$ cat config.mk
export PLATFORM = sky130hd
export DESIGN_NAME = p2e_status_regs
export DESIGN_NICKNAME = d
export VERILOG_FILES = /design/src/core/p2e_recovery_timer.v /design/src/core/p2e_status_regs.v
export VERILOG_INCLUDE_DIRS = /design/src /design/src/common
export SDC_FILE = /design/constraint.sdc
export NUM_CORES = 1
export LEC_CHECK = 0
export BUFFER_PORTS_ARGS = -buffer_cell sky130_fd_sc_hd__buf_2
export CAP_MARGIN = 40
export CORE_ASPECT_RATIO = 1.75
export CORE_UTILIZATION = 54
export CTS_CLUSTER_SIZE = 28
export DETAILED_ROUTE_END_ITERATION = 8
export GPL_TIMING_DRIVEN = 0
export HOLD_SLACK_MARGIN = 0.06
export PLACE_DENSITY = 0.89
export SYNTH_ARGS = -nofsm -noshare
export SYNTH_HDL_FRONTEND = slang
export SYNTH_HIERARCHICAL = 1
export SYNTH_SLANG_ARGS = --single-unit
export TNS_END_PERCENT = 100
$ cat constraint.sdc
create_clock -name i_clk_sys -period 2.9 [get_ports i_clk_sys]
set_clock_uncertainty 0.1 [all_clocks]
set_input_delay 0.29 -clock i_clk_sys [delete_from_list [all_inputs] [get_ports i_clk_sys]]
set_output_delay 0.29 -clock i_clk_sys [all_outputs]
set_load 0.02 [all_outputs]
$ cat src/common/p2e_regs.vh
`ifndef P2E_REGS_VH
`define P2E_REGS_VH

// Register byte addresses
`define P2E_ADDR_STATUS 11'h0f0
`define P2E_ADDR_RECOVERY 11'h0f2

// Status register field positions
`define P2E_BIT_RSVD15 15
`define P2E_BIT_HW_EEE_EN 14
`define P2E_BIT_TX_LPI_SEEN 13
`define P2E_BIT_TX_LPI_LIVE 12
`define P2E_BIT_RX_LPI_SEEN 11
`define P2E_BIT_RX_LPI_LIVE 10
`define P2E_BIT_RSVD9 9
`define P2E_BIT_RSVD8 8
`define P2E_BIT_NP_LOC_ABLE 6
`define P2E_BIT_NP_LOC 5
`define P2E_BIT_PD_FAULT 4
`define P2E_BIT_LP_NP_ABLE 3
`define P2E_BIT_NP_ABLE 2
`define P2E_BIT_PAGE_RX 1
`define P2E_BIT_LP_AN_ABLE 0

// Reset values
`define P2E_RST_RSVD15 1'b1
`define P2E_RST_RSVD98 2'h0
`define P2E_RST_NP_LOC_ABLE 1'b1
`define P2E_RST_NP_LOC 1'b1
`define P2E_RST_NP_ABLE 1'b1
`define P2E_RST_RECOVERY 8'h27

// Timing: one recovery unit in ns, system clock period in ns
`define P2E_RECOVERY_UNIT_NS 640
`define P2E_CLK_PERIOD_NS 4
`define P2E_UNIT_CYCLES (`P2E_RECOVERY_UNIT_NS / `P2E_CLK_PERIOD_NS)

`endif

$ cat src/core/p2e_recovery_timer.v
`timescale 1ns/1ps
`default_nettype none

module p2e_recovery_timer
#(
   parameter CNT_W = 8,
   parameter UNIT_CYCLES = 160
)
(
   // Clock and reset
   input wire i_clk_sys,
   input wire i_sys_rst,
   // Control
   input wire i_enable,
   input wire i_lpi_active,
   input wire [CNT_W-1:0] i_wait_units,
   // Status
   output reg o_hold
);

   localparam UW = (UNIT_CYCLES > 1) ? $clog2(UNIT_CYCLES) : 1;
   localparam integer UNIT_LAST_I = UNIT_CYCLES - 1;
   localparam [UW-1:0] UNIT_LAST = UNIT_LAST_I[UW-1:0];

   reg lpi_d_r;
   reg [CNT_W-1:0] units_left_r;
   reg [UW-1:0] unit_cnt_r;
   wire lpi_exit;

   assign lpi_exit = lpi_d_r & ~i_lpi_active;

   always @(posedge i_clk_sys or posedge i_sys_rst)
   begin
      if (i_sys_rst)
      begin
         lpi_d_r <= 1'b0;
         units_left_r <= {CNT_W{1'b0}};
         unit_cnt_r <= {UW{1'b0}};
         o_hold <= 1'b0;
      end
      else if (!i_enable)
      begin
         // Fiber mode: no LPI, so nothing to recover from
         lpi_d_r <= 1'b0;
         units_left_r <= {CNT_W{1'b0}};
         unit_cnt_r <= {UW{1'b0}};
         o_hold <= 1'b0;
      end
      else
      begin
         lpi_d_r <= i_lpi_active;
         if (i_lpi_active)
         begin
            // Re-entering LPI abandons any wait in progress
            units_left_r <= {CNT_W{1'b0}};
            unit_cnt_r <= {UW{1'b0}};
            o_hold <= 1'b1;
         end
         else if (lpi_exit)
         begin
            units_left_r <= i_wait_units; // RULE_14
            unit_cnt_r <= {UW{1'b0}};
            o_hold <= (i_wait_units != {CNT_W{1'b0}});
         end
         else if (units_left_r != {CNT_W{1'b0}})
         begin
            if (unit_cnt_r == UNIT_LAST)
            begin
               unit_cnt_r <= {UW{1'b0}};
               units_left_r <= units_left_r - {{(CNT_W-1){1'b0}}, 1'b1}; // RULE_15
               o_hold <= (units_left_r != {{(CNT_W-1){1'b0}}, 1'b1});
            end
            else
            begin
               unit_cnt_r <= unit_cnt_r + {{(UW-1){1'b0}}, 1'b1};
            end
         end
         else
         begin
            o_hold <= 1'b0;
         end
      end
   end

endmodule // p2e_recovery_timer

`default_nettype wire

$ cat src/core/p2e_status_regs.v
// Summary of operation
// RULE_01: Read-only bit shows 1 when hardware next-page exchange enabled 100BASE-TX EEE.
// RULE_02: Sticky bit sets when transmit PCS has seen low power idle.
// RULE_03: Sticky LPI bits stay set until software writes one to them.
// RULE_04: Live bit follows transmit PCS low power idle, unlatched.
// RULE_05: Sticky bit sets when receive PCS has seen low power idle.
// RULE_06: Live bit follows receive PCS low power idle, unlatched.
// RULE_07: Read-only bit, default 1, says storage location is given by next bit.
// RULE_08: Read-only bit, default 1, says partner next pages go to dedicated register.
// RULE_09: Parallel detection fault latches high and clears when read.
// RULE_10: Read-only bit shows partner advertised next page capability.
// RULE_11: Read-only bit, default 1, shows local next page capability.
// RULE_12: Page received flag latches high on new partner page until cleared.
// RULE_13: Read-only bit shows partner auto-negotiation capability.
// RULE_14: MAC waits programmed 8-bit count after LPI; count resets to 0x27.
// RULE_15: Each recovery count unit is 640 ns of wait.
// RULE_16: Software programs count to larger of local and remote recovery times.
// RULE_17: EEE status and LPI functions are idle in fiber mode.
// RULE_18: Next-page enable control gates next-page exchange and EEE negotiation.
// RULE_19: Writes to read-only bits and zero writes to sticky bits change nothing.
`timescale 1ns/1ps
`default_nettype none
`include "p2e_regs.vh"

module p2e_status_regs
#(
   parameter ADDR_W = 11,
   parameter RECOVERY_W = 8,
   parameter UNIT_CYCLES = `P2E_UNIT_CYCLES
)
(
   // Clock and reset
   input wire i_clk_sys,
   input wire i_sys_rst,
   // Host register port
   input wire [ADDR_W-1:0] i_reg_addr,
   input wire [1:0] i_reg_be,
   input wire i_reg_wr,
   input wire i_reg_rd,
   input wire [15:0] i_reg_wdata,
   output reg [15:0] o_reg_rdata,
   output reg o_reg_ack,
   // Port mode and next-page control
   input wire i_fiber_mode,
   input wire i_np_enable,
   // PCS low power idle status
   input wire i_tx_lpi,
   input wire i_rx_lpi,
   // Auto-negotiation results
   input wire i_an_eee_resolved,
   input wire i_pd_fault,
   input wire i_page_rx,
   input wire i_lp_np_able,
   input wire i_lp_an_able,
   // Outputs to PHY and MAC
   output reg o_np_exchange_en,
   output wire o_mac_tx_hold,
   output reg o_eee_active
);

   // Word addresses; bit 0 of the byte address is ignored, i_reg_be picks the lane
   localparam [ADDR_W-1:0] STATUS_ADDR = `P2E_ADDR_STATUS;
   localparam [ADDR_W-1:0] RECOVERY_ADDR = `P2E_ADDR_RECOVERY;

   reg rsvd15_r;
   reg [1:0] rsvd98_r;
   reg pd_fault_r;
   reg page_rx_r;
   reg hw_eee_en_r;
   reg lp_np_able_r;
   reg lp_an_able_r;
   reg [RECOVERY_W-1:0] recovery_r;

   reg pd_fault_nxt;
   reg page_rx_nxt;
   reg [15:0] status_word;
   reg [15:0] rdata_nxt;

   wire copper;
   wire hit_status;
   wire hit_recovery;
   wire wr_status_hi;
   wire wr_recovery;
   wire rd_status_lo;
   wire tx_lpi_q;
   wire rx_lpi_q;
   wire [1:0] lpi_q;
   wire [1:0] lpi_clr;
   wire [1:0] lpi_seen;
   wire [1:0] lpi_live;

   assign copper = ~i_fiber_mode;
   assign hit_status = (i_reg_addr[ADDR_W-1:1] == STATUS_ADDR[ADDR_W-1:1]);
   assign hit_recovery = (i_reg_addr[ADDR_W-1:1] == RECOVERY_ADDR[ADDR_W-1:1]);
   assign wr_status_hi = i_reg_wr & hit_status & i_reg_be[1];
   assign wr_recovery = i_reg_wr & hit_recovery & i_reg_be[0];
   // Only a read that returns the low byte clears the latched events
   assign rd_status_lo = i_reg_rd & hit_status & i_reg_be[0];

   // LPI is meaningless on fiber; masking here keeps every consumer quiet
   assign tx_lpi_q = i_tx_lpi & copper; // RULE_17
   assign rx_lpi_q = i_rx_lpi & copper; // RULE_17
   assign lpi_q = {tx_lpi_q, rx_lpi_q};

   // Write-one-to-clear for the sticky bits; a zero leaves them alone
   assign lpi_clr[1] = wr_status_hi & i_reg_wdata[`P2E_BIT_TX_LPI_SEEN]; // RULE_03
   assign lpi_clr[0] = wr_status_hi & i_reg_wdata[`P2E_BIT_RX_LPI_SEEN]; // RULE_03

   // Read-to-clear flags; an event in the clearing cycle wins
   always @*
   begin
      pd_fault_nxt = pd_fault_r;
      page_rx_nxt = page_rx_r;
      if (rd_status_lo)
      begin
         pd_fault_nxt = 1'b0; // RULE_09
         page_rx_nxt = 1'b0; // RULE_12
      end
      if (i_pd_fault)
      begin
         pd_fault_nxt = 1'b1; // RULE_09
      end
      if (i_page_rx)
      begin
         page_rx_nxt = 1'b1; // RULE_12
      end
   end

   always @(posedge i_clk_sys or posedge i_sys_rst)
   begin
      if (i_sys_rst)
      begin
         pd_fault_r <= 1'b0;
         page_rx_r <= 1'b0;
      end
      else
      begin
         pd_fault_r <= pd_fault_nxt;
         page_rx_r <= page_rx_nxt;
      end
   end

   // One lane per PCS direction: [1] transmit, [0] receive
   genvar g;
   generate
      for (g = 0; g < 2; g = g + 1)
      begin : g_lpi
         reg seen_r;
         reg live_r;
         always @(posedge i_clk_sys or posedge i_sys_rst)
         begin
            if (i_sys_rst)
            begin
               seen_r <= 1'b0;
            end
            else if (lpi_q[g])
            begin
               // Set beats a same-cycle clear, so no LPI episode is lost
               seen_r <= 1'b1; // RULE_02 RULE_05
            end
            else if (lpi_clr[g])
            begin
               seen_r <= 1'b0; // RULE_03
            end
         end

         always @(posedge i_clk_sys or posedge i_sys_rst)
         begin
            if (i_sys_rst)
            begin
               live_r <= 1'b0;
            end
            else
            begin
               live_r <= lpi_q[g]; // RULE_04 RULE_06
            end
         end
         assign lpi_seen[g] = seen_r;
         assign lpi_live[g] = live_r;
      end
   endgenerate

   // Live and negotiated status snapshots
   always @(posedge i_clk_sys or posedge i_sys_rst)
   begin
      if (i_sys_rst)
      begin
         hw_eee_en_r <= 1'b0;
         lp_np_able_r <= 1'b0;
         lp_an_able_r <= 1'b0;
         o_np_exchange_en <= 1'b0;
         o_eee_active <= 1'b0;
      end
      else
      begin
         // Without next-page exchange there is no EEE resolution to report
         hw_eee_en_r <= i_an_eee_resolved & i_np_enable & copper; // RULE_01 RULE_18
         lp_np_able_r <= i_lp_np_able; // RULE_10
         lp_an_able_r <= i_lp_an_able; // RULE_13
         o_np_exchange_en <= i_np_enable; // RULE_18
         // Either direction in LPI means EEE is in use
         o_eee_active <= tx_lpi_q | rx_lpi_q;
      end
   end

   // Writable fields; read-only bits have no write path at all
   always @(posedge i_clk_sys or posedge i_sys_rst)
   begin
      if (i_sys_rst)
      begin
         rsvd15_r <= `P2E_RST_RSVD15;
         rsvd98_r <= `P2E_RST_RSVD98;
         recovery_r <= `P2E_RST_RECOVERY; // RULE_14
      end
      else
      begin
         if (wr_status_hi)
         begin
            rsvd15_r <= i_reg_wdata[`P2E_BIT_RSVD15];
            rsvd98_r <= i_reg_wdata[`P2E_BIT_RSVD9:`P2E_BIT_RSVD8]; // RULE_19
         end
         if (wr_recovery)
         begin
            recovery_r <= i_reg_wdata[RECOVERY_W-1:0]; // RULE_14
         end
      end
   end

   // Register image as software sees it
   always @*
   begin
      status_word = 16'h0000;
      status_word[`P2E_BIT_RSVD15] = rsvd15_r;
      status_word[`P2E_BIT_HW_EEE_EN] = hw_eee_en_r; // RULE_01
      status_word[`P2E_BIT_TX_LPI_SEEN] = lpi_seen[1];
      status_word[`P2E_BIT_TX_LPI_LIVE] = lpi_live[1];
      status_word[`P2E_BIT_RX_LPI_SEEN] = lpi_seen[0];
      status_word[`P2E_BIT_RX_LPI_LIVE] = lpi_live[0];
      status_word[`P2E_BIT_RSVD9:`P2E_BIT_RSVD8] = rsvd98_r;
      status_word[`P2E_BIT_NP_LOC_ABLE] = `P2E_RST_NP_LOC_ABLE; // RULE_07
      status_word[`P2E_BIT_NP_LOC] = `P2E_RST_NP_LOC; // RULE_08
      status_word[`P2E_BIT_PD_FAULT] = pd_fault_r;
      status_word[`P2E_BIT_LP_NP_ABLE] = lp_np_able_r;
      status_word[`P2E_BIT_NP_ABLE] = `P2E_RST_NP_ABLE; // RULE_11
      status_word[`P2E_BIT_PAGE_RX] = page_rx_r;
      status_word[`P2E_BIT_LP_AN_ABLE] = lp_an_able_r;
   end

   // Unmapped addresses and unselected lanes read as zero
   always @*
   begin
      rdata_nxt = 16'h0000;
      if (hit_status)
      begin
         rdata_nxt[7:0] = i_reg_be[0] ? status_word[7:0] : 8'h00;
         rdata_nxt[15:8] = i_reg_be[1] ? status_word[15:8] : 8'h00;
      end
      // High lane of the count word has no storage
      else if (hit_recovery && i_reg_be[0])
      begin
         rdata_nxt[RECOVERY_W-1:0] = recovery_r;
      end
   end

   // Read data is captured before the clear-on-read takes effect
   always @(posedge i_clk_sys or posedge i_sys_rst)
   begin
      if (i_sys_rst)
      begin
         o_reg_rdata <= 16'h0000;
         o_reg_ack <= 1'b0;
      end
      else
      begin
         // Every strobe is answered, mapped or not, so the host never waits
         o_reg_ack <= i_reg_rd | i_reg_wr;
         if (i_reg_rd)
         begin
            o_reg_rdata <= rdata_nxt;
         end
      end
   end

   p2e_recovery_timer
   #(
      .CNT_W(RECOVERY_W),
      .UNIT_CYCLES(UNIT_CYCLES)
   )
   u_recovery
   (
      .i_clk_sys(i_clk_sys),
      .i_sys_rst(i_sys_rst),
      .i_enable(copper), // RULE_17
      // Only transmit LPI holds the MAC back
      .i_lpi_active(tx_lpi_q),
      .i_wait_units(recovery_r), // RULE_14 RULE_15
      .o_hold(o_mac_tx_hold)
   );

endmodule // p2e_status_regs

`default_nettype wire

==> metrics.md, run 1 <==
| Metric | Value |
|---|---|
| Critical Path, Cell by Cell | `inv_1 -> ha_1 -> or3b_2 -> nor2_8 -> o21a_1 -> buf_4 -> mux2_1` |
| Max-Cap Viols | `0` |
| Initial antenna violation count | `0` |
| Hold WC Path Type | `in2reg` |
| EDFF count, synth | `0` |
| Final Hold Vio Count | `0` |
| Fill cells | `357` |
| Vias per cell | `5.903` |
| Share of layout cells above drive strength 1 | `30.68%` |
| Post-CTS Repair Setup Buffers | `0` |
| Fmax | `406.0 MHz` |
| Busiest grt layer | `met2` |
| Status | `finished clean` |
| Met1 usage | `26.81%` |
| Synthesized instance count | `259` |
| Starting density of the core | `55.88%` |
| Measured slew at the worst slew-check pin | `0.7314 ns` |
| VDD IR max | `533.1 µV` |
| CTS resizes | `0` |
| Synthesized net count | `305` |
| Crit path required time | `3.01 ns` |
| Remaining DRCs | `0` |
| H-tree levels | `3` |
| Period utilization | `84.93%` |
| Buffers on Ports | `55` |
| Mean post-synth cell area | `10.65 µm²` |
| Hold path startpoint | `i_reg_wdata[8]` |
| Num CTS Buffers | `9` |
| Setup CP Type | `reg2reg` |
| Pwr dens | `577.4 nW/µm²` |
| Sum Neg Setup Slack | `0 ns` |
| Number of global-route vias before repair | `2363` |
| Hold EP | `rsvd98_r[0]` |
| Slowest stage delay, CP | `0.57 ns` |
| Congestion Overflow GR | `0` |
| Critical Path Source | `u_recovery/units_left_r[0]` |
| Mapped cell area | `2758 µm²` |
| Worst-path clk slew | `0.06 ns` |
| RSZ-0062 raised after global routing | `false` |
| Yosys cell types | `53` |
| Inserted Diodes | `0` |
| Finish-stage setup viols | `0` |
| FF+latch count, synth | `57` |
| CTS Buffer Depth | `2` |
| Largest net degree at the start of global routing | `24` |
| WL/cell | `17.36 µm` |
| WHS Path Cells | `2` |
| Leakage | `1.628 nW` |
| CTS tree | `yes` |
| Grt met3 use | `5.992%` |
| Worst reg2reg path depth | `7` |
| Post-route setup slack | `0.4370 ns` |
| Skew-Pair Late Insertion Delay | `0.33 ns` |
| Yosys top cell area share | `47.19%` |
| Placeable core region | `4935 µm²` |
| Critical Path Fanout Max | `10` |
| DP Wirelength | `4756 µm` |
| Nets@finish | `380` |
| Layout area overhead | `23.37%` |
| Worst slack, placed | `0.4943 ns` |
| Register area share after synthesis | `51.95%` |
| Crit Reg-Reg Startpoint | `u_recovery/units_left_r[0]` |
| Die area | `5408 µm²` |
| R2R Setup Slk | `0.44 ns` |
| Die Wd | `56.02 µm` |
| Clk sinks | `57` |
| Height of the die | `96.54 µm` |
| WP buf/inv | `2` |
| Slew Viols, Final | `0` |
| First-pass GRT wire length | `10870 µm` |
| GP Congestion | `0.9217` |
| GR Util met2 | `49.31%` |
| Reg2reg end | `u_recovery/units_left_r[0]` |
| Vias | `2320` |
| Endpoint class of the critical path | `flip-flop` |
| Total GRT Usage | `26.90%` |
| First-pass iteration count of the detailed router | `4` |
| Routed wire length | `6821 µm` |
| Clk root buf | `clkbuf_8` |
| FP Rows | `34` |
| CP arrival | `2.58 ns` |
| Final Critical Period | `2.463 ns` |
| Cell type with the largest total area after synthesis | `dfrtp_1` |
| Largest cells by area after synthesis | `dfrtp_1 (47%), mux2_2 (6.5%), dfstp_2 (4.8%)` |
| Top FF cell, synth | `dfrtp_1` |
| Post-route ant nets | `0` |
| Max_slew headroom | `51.19%` |
| Worst Setup Start Kind | `flip-flop` |
| Crit-path slowest cell | `or3b_2` |
| IO Count | `62` |
| DRT iter0 DRCs | `69` |
| Synth Warn # | `6` |
| Fraction of registers with async set/reset | `100.0%` |
| Critical path's top delay family | `simple AND/OR/NAND/NOR gates` |
==> how the worst max path moves through the flow <==
stage | to | depth (start not counted)
3_3_place_gp | u_recovery/units_left_r[0] | 7
3_5_place_dp | u_recovery/units_left_r[1] | 7
4_1_cts | u_recovery/units_left_r[0] | 7
5_1_grt | u_recovery/units_left_r[0] | 7
2_1_floorplan | u_recovery/units_left_r[0] | 7
6_report | u_recovery/units_left_r[0] | 7
==> cell families (layout without fill, tap and decap cells) <==
| group | after synthesis | count (layout) | synth area share (%) |
|---|---|---|---|
| DFF | 57 | 57 | 51.95 |
| AOI/OAI and AO/OA | 56 | 56 | 13.70 |
| and+or+nand+nor | 79 | 79 | 17.33 |
| adders and majority gates | 4 | 4 | 1.815 |
| buffers and inverters | 39 | 119 | 5.898 |
| xor gates and xnor gates | 5 | 5 | 1.588 |
| muxes | 19 | 19 | 7.713 |
==> power by group <==
group          internal (W)  total [W]  switching [W]
registers          0.000830   0.000871      0.0000407
logic              0.000148   0.000350       0.000202
clock network      0.000441   0.000744       0.000302
total               0.00142    0.00196       0.000545
==> cell usage after synthesis, types with 2 or more instances <==
library cell / number
and4b_1: 2
a21oi_1: 6
nand2_1: 20
mux2_2: 16
a21boi_1: 3
nor4_1: 4
clkbuf_1: 8
nor3_1: 3
a22oi_1: 2
mux2_1: 2
o211ai_1: 3
buf_4: 2
o22a_1: 2
or3_1: 4
a21o_1: 2
o31ai_1: 5
o311ai_0: 3
o21ai_1: 2
nor2_1: 13
and3_1: 3
nand4_1: 6
xor2_1: 5
and2_1: 4
inv_1: 27
dfrtp_1: 52
ha_1: 4
or4_1: 3
o21a_1: 2
o22ai_1: 16
dfstp_2: 5
o21ai_0: 6
nand2b_1: 3
==> layout make-up <==
class / instances / area [µm²] / area share (%)
clock buffer: 13 / 158.9 / 4.671
tap: 54 / 67.56 / 1.986
sequential: 57 / 1433 / 42.11
clock inverter: 3 / 40.04 / 1.177
inverter: 27 / 101.3 / 2.979
timing repair buffer: 64 / 377.9 / 11.11
multi-input combinational: 163 / 1162 / 34.17
buffer: 12 / 61.31 / 1.802
==> through the flow <==
stage	cell area, µm²	total power [W]	hold WS (ns)	cells	util (%)
5_1_grt	3402	0.002049	0.08740	393	68.94
4_1_cts	3402	0.001973	0.06467	393	68.94
3_3_place_gp	3100	0.001197	0.2981	368	62.83
2_1_floorplan	2758	0.001114	0.1286	259	-
3_5_place_dp	3133	0.001216	0.2994	370	63.49
6_report	3402	0.001964	0.08504	393	68.94
==> per-layer routing <==
| metal | vias to the layer above | routed length (µm) |
|---|---|---|
| met3 | 23 | 258 |
| met4 | 0 | 284 |
| met2 | 76 | 3814 |
| met1 | 1144 | 2463 |
| li1 | 1077 | - |
| met5 | - | 0 |
==> registers in the layout, indices dropped and copies added, names as in the netlist, 2 cells and up <==
register and flops:
u_recovery/units_left_r 8, recovery_r 8, g_lpi.seen_r 2, u_recovery/unit_cnt_r 8
o_reg_rdata 16, g_lpi.live_r 2, rsvd98_r 2
==> cells in the final DEF, fill, tap and decap left out, drive strengths merged, types with 5 or more instances in the layout <==
cell type    count
buf             61
dfrtp           52
inv             27
clkbuf          21
nand2           20
mux2            18
o22ai           16
nor2            14
o21ai            8
dlygate4sd3      7
nand4            6
a21oi            6
dfstp            5
xor2             5
o31ai            5
nor4             5
==> timing repair <==
item                       in CTS  in global routing
setup endpoints to repair       0                  0
hold endpoints to repair       39                  0
hold buffers                    7                  0
No activity file was read; power rests on OpenSTA's default activity.
==> run 2, diff against run 1 <==
clock period = 2.5 ns   (was 2.9 ns; I/O delays follow)
==> metrics.md, run 2 (synthesis results as in run 1) <==
| Metric | Value |
|---|---|
| WP buf/inv | `2 (unchanged)` |
| Largest net degree at the start of global routing | `24 (unchanged)` |
| Inserted Diodes | `0 (unchanged)` |
| Number of global-route vias before repair | `2439 (was 2363)` |
| Worst Setup Start Kind | `flip-flop (unchanged)` |
| Fill cells | `339 (was 357)` |
| Remaining DRCs | `0 (unchanged)` |
| Worst-path clk slew | `0.07 ns (was 0.06 ns)` |
| Worst reg2reg path depth | `7 (unchanged)` |
| Num CTS Buffers | `9 (unchanged)` |
| Measured slew at the worst slew-check pin | `0.7276 ns (was 0.7314 ns)` |
| Reg with most FFs | `o_reg_rdata (unchanged)` |
| Total net switching power | `0.0006405 W (was 0.0005448 W)` |
| Period utilization | `93.09% (was 84.93%)` |
| Final Non-Filler Cells | `405 (was 393)` |
| Share of layout cells above drive strength 1 | `29.63% (was 30.68%)` |
| CP arrival | `2.45 ns (was 2.58 ns)` |
| Max_slew headroom | `51.44% (was 51.19%)` |
| Critical path's top delay family | `simple AND/OR/NAND/NOR gates (unchanged)` |
| Vias | `2390 (was 2320)` |
| Crit path required time | `2.62 ns (was 3.01 ns)` |
| Most frequent cells in the layout | `buf_2 (57), dfrtp_1 (52), inv_1 (27) (unchanged)` |
| Crit-path slowest cell | `dfrtp_1 (was or3b_2)` |
| GP Congestion | `0.9217 (unchanged)` |
| VDD IR max | `622.0 µV (was 533.1 µV)` |
| Initial antenna violation count | `0 (unchanged)` |
| Clock Power Share | `37.6% (was 37.9%)` |
| Critical Path Fanout Max | `10 (unchanged)` |
| First-pass iteration count of the detailed router | `5 (was 4)` |
| Buffers on Ports | `55 (unchanged)` |
| Placeable core region | `4935 µm² (unchanged)` |
| Clk root buf | `clkbuf_8 (unchanged)` |
| Skew-Pair Late Insertion Delay | `0.34 ns (was 0.33 ns)` |
| Finish-stage setup viols | `0 (unchanged)` |
| Post-CTS Repair Setup Buffers | `0 (unchanged)` |
| Max reg flops | `16 (unchanged)` |
| Sw Ratio | `27.81% (was 27.73%)` |
| Final Hold Vio Count | `0 (unchanged)` |
| Post-route ant nets | `0 (unchanged)` |
| Cell count along the critical path | `7 (unchanged)` |
| DP Wirelength | `4756 µm (unchanged)` |
| Die Wd | `56.02 µm (unchanged)` |
| Final Critical Period | `2.327 ns (was 2.463 ns)` |
| Reg power frac | `43.9% (was 44.3%)` |
| Fmax | `429.7 MHz (was 406.0 MHz)` |
| Layout area overhead | `27.81% (was 23.37%)` |
| Die area | `5408 µm² (unchanged)` |
| FP Rows | `34 (unchanged)` |
| Internal power | `0.001663 W (was 0.001419 W)` |
| Cell Count Post-Placement | `370 (unchanged)` |
| H-tree levels | `3 (unchanged)` |
| Logic pwr share | `18.5% (was 17.8%)` |
| Hold Slack | `0.08792 ns (was 0.08504 ns)` |
| Placement Cell Area | `3133 µm² (unchanged)` |
| Final Cell Area | `3525 µm² (was 3402 µm²)` |
| Pwr dens | `653.5 nW/µm² (was 577.4 nW/µm²)` |
| Commonest non-fill, non-tap cell in the layout | `buf_2 (unchanged)` |
| RSZ-0062 raised after global routing | `false (unchanged)` |
| WL/cell | `17.68 µm (was 17.36 µm)` |
| Critical Path, Cell by Cell | `inv_1 -> ha_1 -> or3b_4 -> nor2_8 -> o21a_1 -> buf_4 -> mux2_1 (was inv_1 -> ha_1 -> or3b_2 -> nor2_8 -> o21a_1 -> buf_4 -> mux2_1)` |
| First-pass GRT wire length | `11390 µm (was 10870 µm)` |
| Height of the die | `96.54 µm (unchanged)` |
| Hold WC Path Type | `in2reg (unchanged)` |
| Setup CP Type | `reg2reg (unchanged)` |
| Critical Path Source | `u_recovery/units_left_r[0] (unchanged)` |
| CTS Buffer Depth | `2 (unchanged)` |
| R2R Setup Slk | `0.17 ns (was 0.44 ns)` |
| Worst setup path endpoint | `u_recovery/units_left_r[0] (unchanged)` |
| IO Count | `62 (unchanged)` |
| CTS tree | `yes (unchanged)` |
| Routed wire length | `7159 µm (was 6821 µm)` |
| Status | `finished clean (unchanged)` |
| Slowest stage delay, CP | `0.47 ns (was 0.57 ns)` |
| Nets@finish | `392 (was 380)` |
| Slew Viols, Final | `0 (unchanged)` |
| Reg2reg end | `u_recovery/units_left_r[0] (unchanged)` |
| Starting density of the core | `55.88% (unchanged)` |
| Congestion Overflow GR | `0 (unchanged)` |
| Sum Neg Setup Slack | `0 ns (unchanged)` |
| Total GRT Usage | `28.29% (was 26.90%)` |
| Crit Reg-Reg Startpoint | `u_recovery/units_left_r[0] (unchanged)` |
| Endpoint class of the critical path | `flip-flop (unchanged)` |
| Clk sinks | `57 (unchanged)` |
| DRT iter0 DRCs | `81 (was 69)` |
| Max-Cap Viols | `0 (unchanged)` |
| Vias per cell | `5.901 (was 5.903)` |
| Leakage | `1.679 nW (was 1.628 nW)` |
| Power Total | `0.002303 W (was 0.001964 W)` |
-- run 2: cell count changes in the layout (fill, tap and decap cells not counted) --
cell,before,now
dlygate4sd3_1,7,19
or3b_2,1,0
or3b_4,0,1
-- run 2: power by group through the flow --
stage          clock network [W]  registers, W  logic, W
3_5_place_dp                   0       0.00102  0.000388
3_3_place_gp                   0       0.00102  0.000370
5_1_grt                 0.000917       0.00101  0.000466
2_1_floorplan                  0       0.00102  0.000273
6_report                0.000867       0.00101  0.000426
4_1_cts                 0.000878       0.00101  0.000417
-- run 2: metrics by stage --
| step | util [%] | setup WS [ns] |
|---|---|---|
| 2_1_floorplan | - | 0.3244 |
| 3_3_place_gp | 62.83 | 0.1158 |
| 3_5_place_dp | 63.49 | 0.09429 |
| 4_1_cts | 71.37 | 0.07037 |
| 5_1_grt | 71.42 | 0.08100 |
| 6_report | 71.42 | 0.1726 |
-- run 2: worst min path at each step --
stage / from / end / slack (ns) / cells after the start
after floorplan: i_sys_rst / u_recovery/lpi_d_r / 0.09 / 1
after global placement: i_lp_an_able / lp_an_able_r / 0.26 / 1
after detailed placement: i_lp_an_able / lp_an_able_r / 0.26 / 1
after CTS: i_rx_lpi / g_lpi[0].live_r / 0.08 / 3
after global routing: i_rx_lpi / g_lpi[0].live_r / 0.09 / 3
final: i_rx_lpi / g_lpi[0].live_r / 0.09 / 3
-- run 2: repair_timing --
item,4_1_cts,5_1_grt
hold buffers,19,0
endpoints found under the hold margin,51,0
gates resized for setup,0,1
setup endpoints to repair,0,2
-- run 2: worst min-delay path, cell delays in order --
cell and delay [ns]:
buf_2 0.08, nand2b_1 0.08, inv_1 0.08
-- run 2: per-layer routing --
metal  up-vias  global-route usage [%]  share of wire, %
met5         -                       0                 0
met4         0                   17.68               4.1
met3        25                   5.726               4.0
met2        91                   52.98                56
met1      1179                   28.34                36
li1       1095                       -                 -
-- run 2: layout make-up --
class	instances	area [µm²]	share of cell area (%)
sequential	57	1433	40.65
multi-input combinational	163	1165	33.05
timing repair buffer	76	498.0	14.13
clock buffer	13	158.9	4.508
inverter	27	101.3	2.875
tap	54	67.56	1.917
buffer	12	61.31	1.739
clock inverter	3	40.04	1.136
==> run 3, diff against run 2 <==
CORE_UTILIZATION = 49   (was 54)
PLACE_DENSITY = 0.85   (was 0.89)
clock period = 1.85 ns   (was 2.5 ns; I/O delays follow)
==> metrics.md, run 3 (synthesis results as in run 1) <==
| Metric | Value |
|---|---|
| Vias per cell | `5.727 (was 5.901)` |
| Post-route ant nets | `0 (unchanged)` |
| Leakage | `1.799 nW (was 1.679 nW)` |
| Placeable core region | `5343 µm² (was 4935 µm²)` |
| Final Non-Filler Cells | `447 (was 405)` |
| Share of layout cells above drive strength 1 | `39.41% (was 29.63%)` |
| Initial antenna violation count | `0 (unchanged)` |
| Worst Setup Start Kind | `flip-flop (unchanged)` |
| Cell Count Post-Placement | `390 (was 370)` |
| Max_slew headroom | `51.18% (was 51.44%)` |
| Pwr dens | `874.2 nW/µm² (was 653.5 nW/µm²)` |
| Nets@finish | `414 (was 392)` |
| Met2 WL | `4291 µm (was 4039 µm)` |
| Num CTS Buffers | `9 (unchanged)` |
| Critical Path Fanout Max | `6 (was 10)` |
| Most frequent cells in the layout | `buf_2 (57), dfrtp_1 (50), inv_1 (25) (was buf_2 (57), dfrtp_1 (52), inv_1 (27))` |
| Buffers on Ports | `55 (unchanged)` |
| Reg with most FFs | `o_reg_rdata (unchanged)` |
| DRT iter0 DRCs | `128 (was 81)` |
| Finish-stage setup viols | `12 (was 0)` |
| VDD IR max | `637.5 µV (was 622.0 µV)` |
| Wire length on met1 | `2738 µm (was 2547 µm)` |
| Vias | `2560 (was 2390)` |
| Max-Cap Viols | `0 (unchanged)` |
| RSZ-0062 raised after global routing | `true (was false)` |
| Final Critical Period | `2.035 ns (was 2.327 ns)` |
| Endpoint class of the critical path | `flip-flop (unchanged)` |
| Fmax | `491.4 MHz (was 429.7 MHz)` |
| Measured slew at the worst slew-check pin | `0.7315 ns (was 0.7276 ns)` |
| CP arrival | `2.17 ns (was 2.45 ns)` |
| First-pass GRT wire length | `12390 µm (was 11390 µm)` |
| Skew-Pair Late Insertion Delay | `0.35 ns (was 0.34 ns)` |
| Period utilization | `110.0% (was 93.09%)` |
| CTS Buffer Depth | `2 (unchanged)` |
| Register area | `1435 µm² (was 1433 µm²)` |
| GP Congestion | `0.9551 (was 0.9217)` |
| Area of the multi-input gates | `1289 µm² (was 1165 µm²)` |
| DP Wirelength | `4839 µm (was 4756 µm)` |
| Height of the die | `101.2 µm (was 96.54 µm)` |
| CTS tree | `yes (unchanged)` |
| Starting density of the core | `51.62% (was 55.88%)` |
| WL/cell | `17.66 µm (was 17.68 µm)` |
| Total GRT Usage | `28.74% (was 28.29%)` |
| Final Hold Vio Count | `0 (unchanged)` |
| Critical Path, Cell by Cell | `inv_2 -> ha_4 -> or3b_4 -> nor2_8 -> o21a_1 -> buf_6 -> mux2_4 (was inv_1 -> ha_1 -> or3b_4 -> nor2_8 -> o21a_1 -> buf_4 -> mux2_1)` |
| First-pass iteration count of the detailed router | `5 (unchanged)` |
| Fill cells | `358 (was 339)` |
| Post-route setup slack | `-0.1849 ns (was 0.1726 ns)` |
| Layout area overhead | `39.79% (was 27.81%)` |
| H-tree levels | `3 (unchanged)` |
| Congestion Overflow GR | `0 (unchanged)` |
| Slowest stage delay, CP | `0.42 ns (was 0.47 ns)` |
| Hold WC Path Type | `in2reg (unchanged)` |
| Routed wire length | `7893 µm (was 7159 µm)` |
| Remaining DRCs | `0 (unchanged)` |
| Max reg flops | `16 (unchanged)` |
| Inserted Diodes | `0 (unchanged)` |
| Crit path required time | `1.98 ns (was 2.62 ns)` |
| Crit-path slowest cell | `dfrtp_2 (was dfrtp_1)` |
| FP Rows | `35 (was 34)` |
| Status | `finished with violations (was finished clean)` |
| Slew Viols, Final | `0 (unchanged)` |
| WP buf/inv | `2 (unchanged)` |
| Die area | `5944 µm² (was 5408 µm²)` |
| Uppermost routed layer | `met4 (unchanged)` |
| IO Count | `62 (unchanged)` |
| Die Wd | `58.71 µm (was 56.02 µm)` |
| Worst slack, placed | `-0.3762 ns (was 0.09429 ns)` |
| Met3 Routed Length | `399 µm (was 283 µm)` |
| Commonest non-fill, non-tap cell in the layout | `buf_2 (unchanged)` |
| Clk root buf | `clkbuf_8 (unchanged)` |
| Worst-path clk slew | `0.07 ns (about the same)` |
| Critical path's top delay family | `simple AND/OR/NAND/NOR gates (unchanged)` |
| Setup CP Type | `reg2reg (unchanged)` |
| Number of global-route vias before repair | `2604 (was 2439)` |
| Failing checks | `setup timing` |
| Clk sinks | `57 (unchanged)` |
| Largest net degree at the start of global routing | `24 (unchanged)` |
==> run 3: changes by cell type in the layout (fill, tap and decap cells not counted), sizes merged <==
cell / delta
buf: +18
clkbuf: -2
clkinvlp: +2
dlygate4sd3: +4
==> run 3: area by class of cell <==
type	instances	share of cell area, %
well taps	74	2.402
clock inverters	5	1.428
clock buffers	11	3.668
inverters	27	2.629
plain buffers	11	1.461
repair buffers	99	17.75
flip-flops and latches	57	37.23
multi-input cells	163	33.43
==> run 3: per-stage QoR <==
step	hold slack (ns)	total power, W	utilization, %	setup TNS [ns]	cell area (µm²)
after floorplan	0.02357	0.001768	-	-0.5232	2778
after global placement	0.1939	0.001900	58.88	-3.410	3146
after detailed placement	0.1964	0.001930	59.48	-2.727	3178
after CTS	0.06777	0.003290	70.82	-0.4449	3784
after global routing	0.1207	0.003492	72.15	-1.684	3855
final	0.09335	0.003370	72.15	-1.075	3855
==> run 3: report_power, final <==
part / internal, W / switching, W
clock network: 0.000653 / 0.000507
registers: 0.00130 / 0.0000515
logic: 0.000424 / 0.000432
total: 0.00238 / 0.000991
==> run 3: what timing repair did <==
| action | in CTS | in global routing |
|---|---|---|
| setup buffers | 13 | 6 |
| endpoints found under the hold margin | 55 | 0 |
| gates resized for setup | 21 | 9 |
| pin swaps | 5 | 6 |
| setup endpoints to repair | 16 | 14 |
| hold buffers | 23 | 0 |
==> run 3: layer usage <==
metal  up-vias  track usage (%)
met1      1241            28.75
met5         -                0
met3        47            7.152
met2       127            51.19
met4         0            19.05
li1       1145                -
==> run 3: worst paths after layout <==
kind	start	endpoint	cells past startpoint	slack, ns
max	u_recovery/units_left_r[0]	u_recovery/units_left_r[1]	7	-0.18
min	i_fiber_mode	g_lpi[0].live_r	3	0.09
max reg2reg	u_recovery/units_left_r[0]	u_recovery/units_left_r[1]	7	-0.18
min reg2reg	rsvd98_r[0]	rsvd98_r[0]	1	0.41
max in group asynchronous	i_sys_rst	recovery_r[2]	4	0.60
min in group asynchronous	i_sys_rst	o_reg_rdata[11]	3	0.41
==> run 3: worst reg2reg max path, stage by stage (launching register included) <==
cell and delay, ns:
dfrtp_2 0.42, inv_2 0.09, ha_4 0.14, or3b_4 0.42, nor2_8 0.14, o21a_1 0.17, buf_6 0.15, mux2_4 0.30
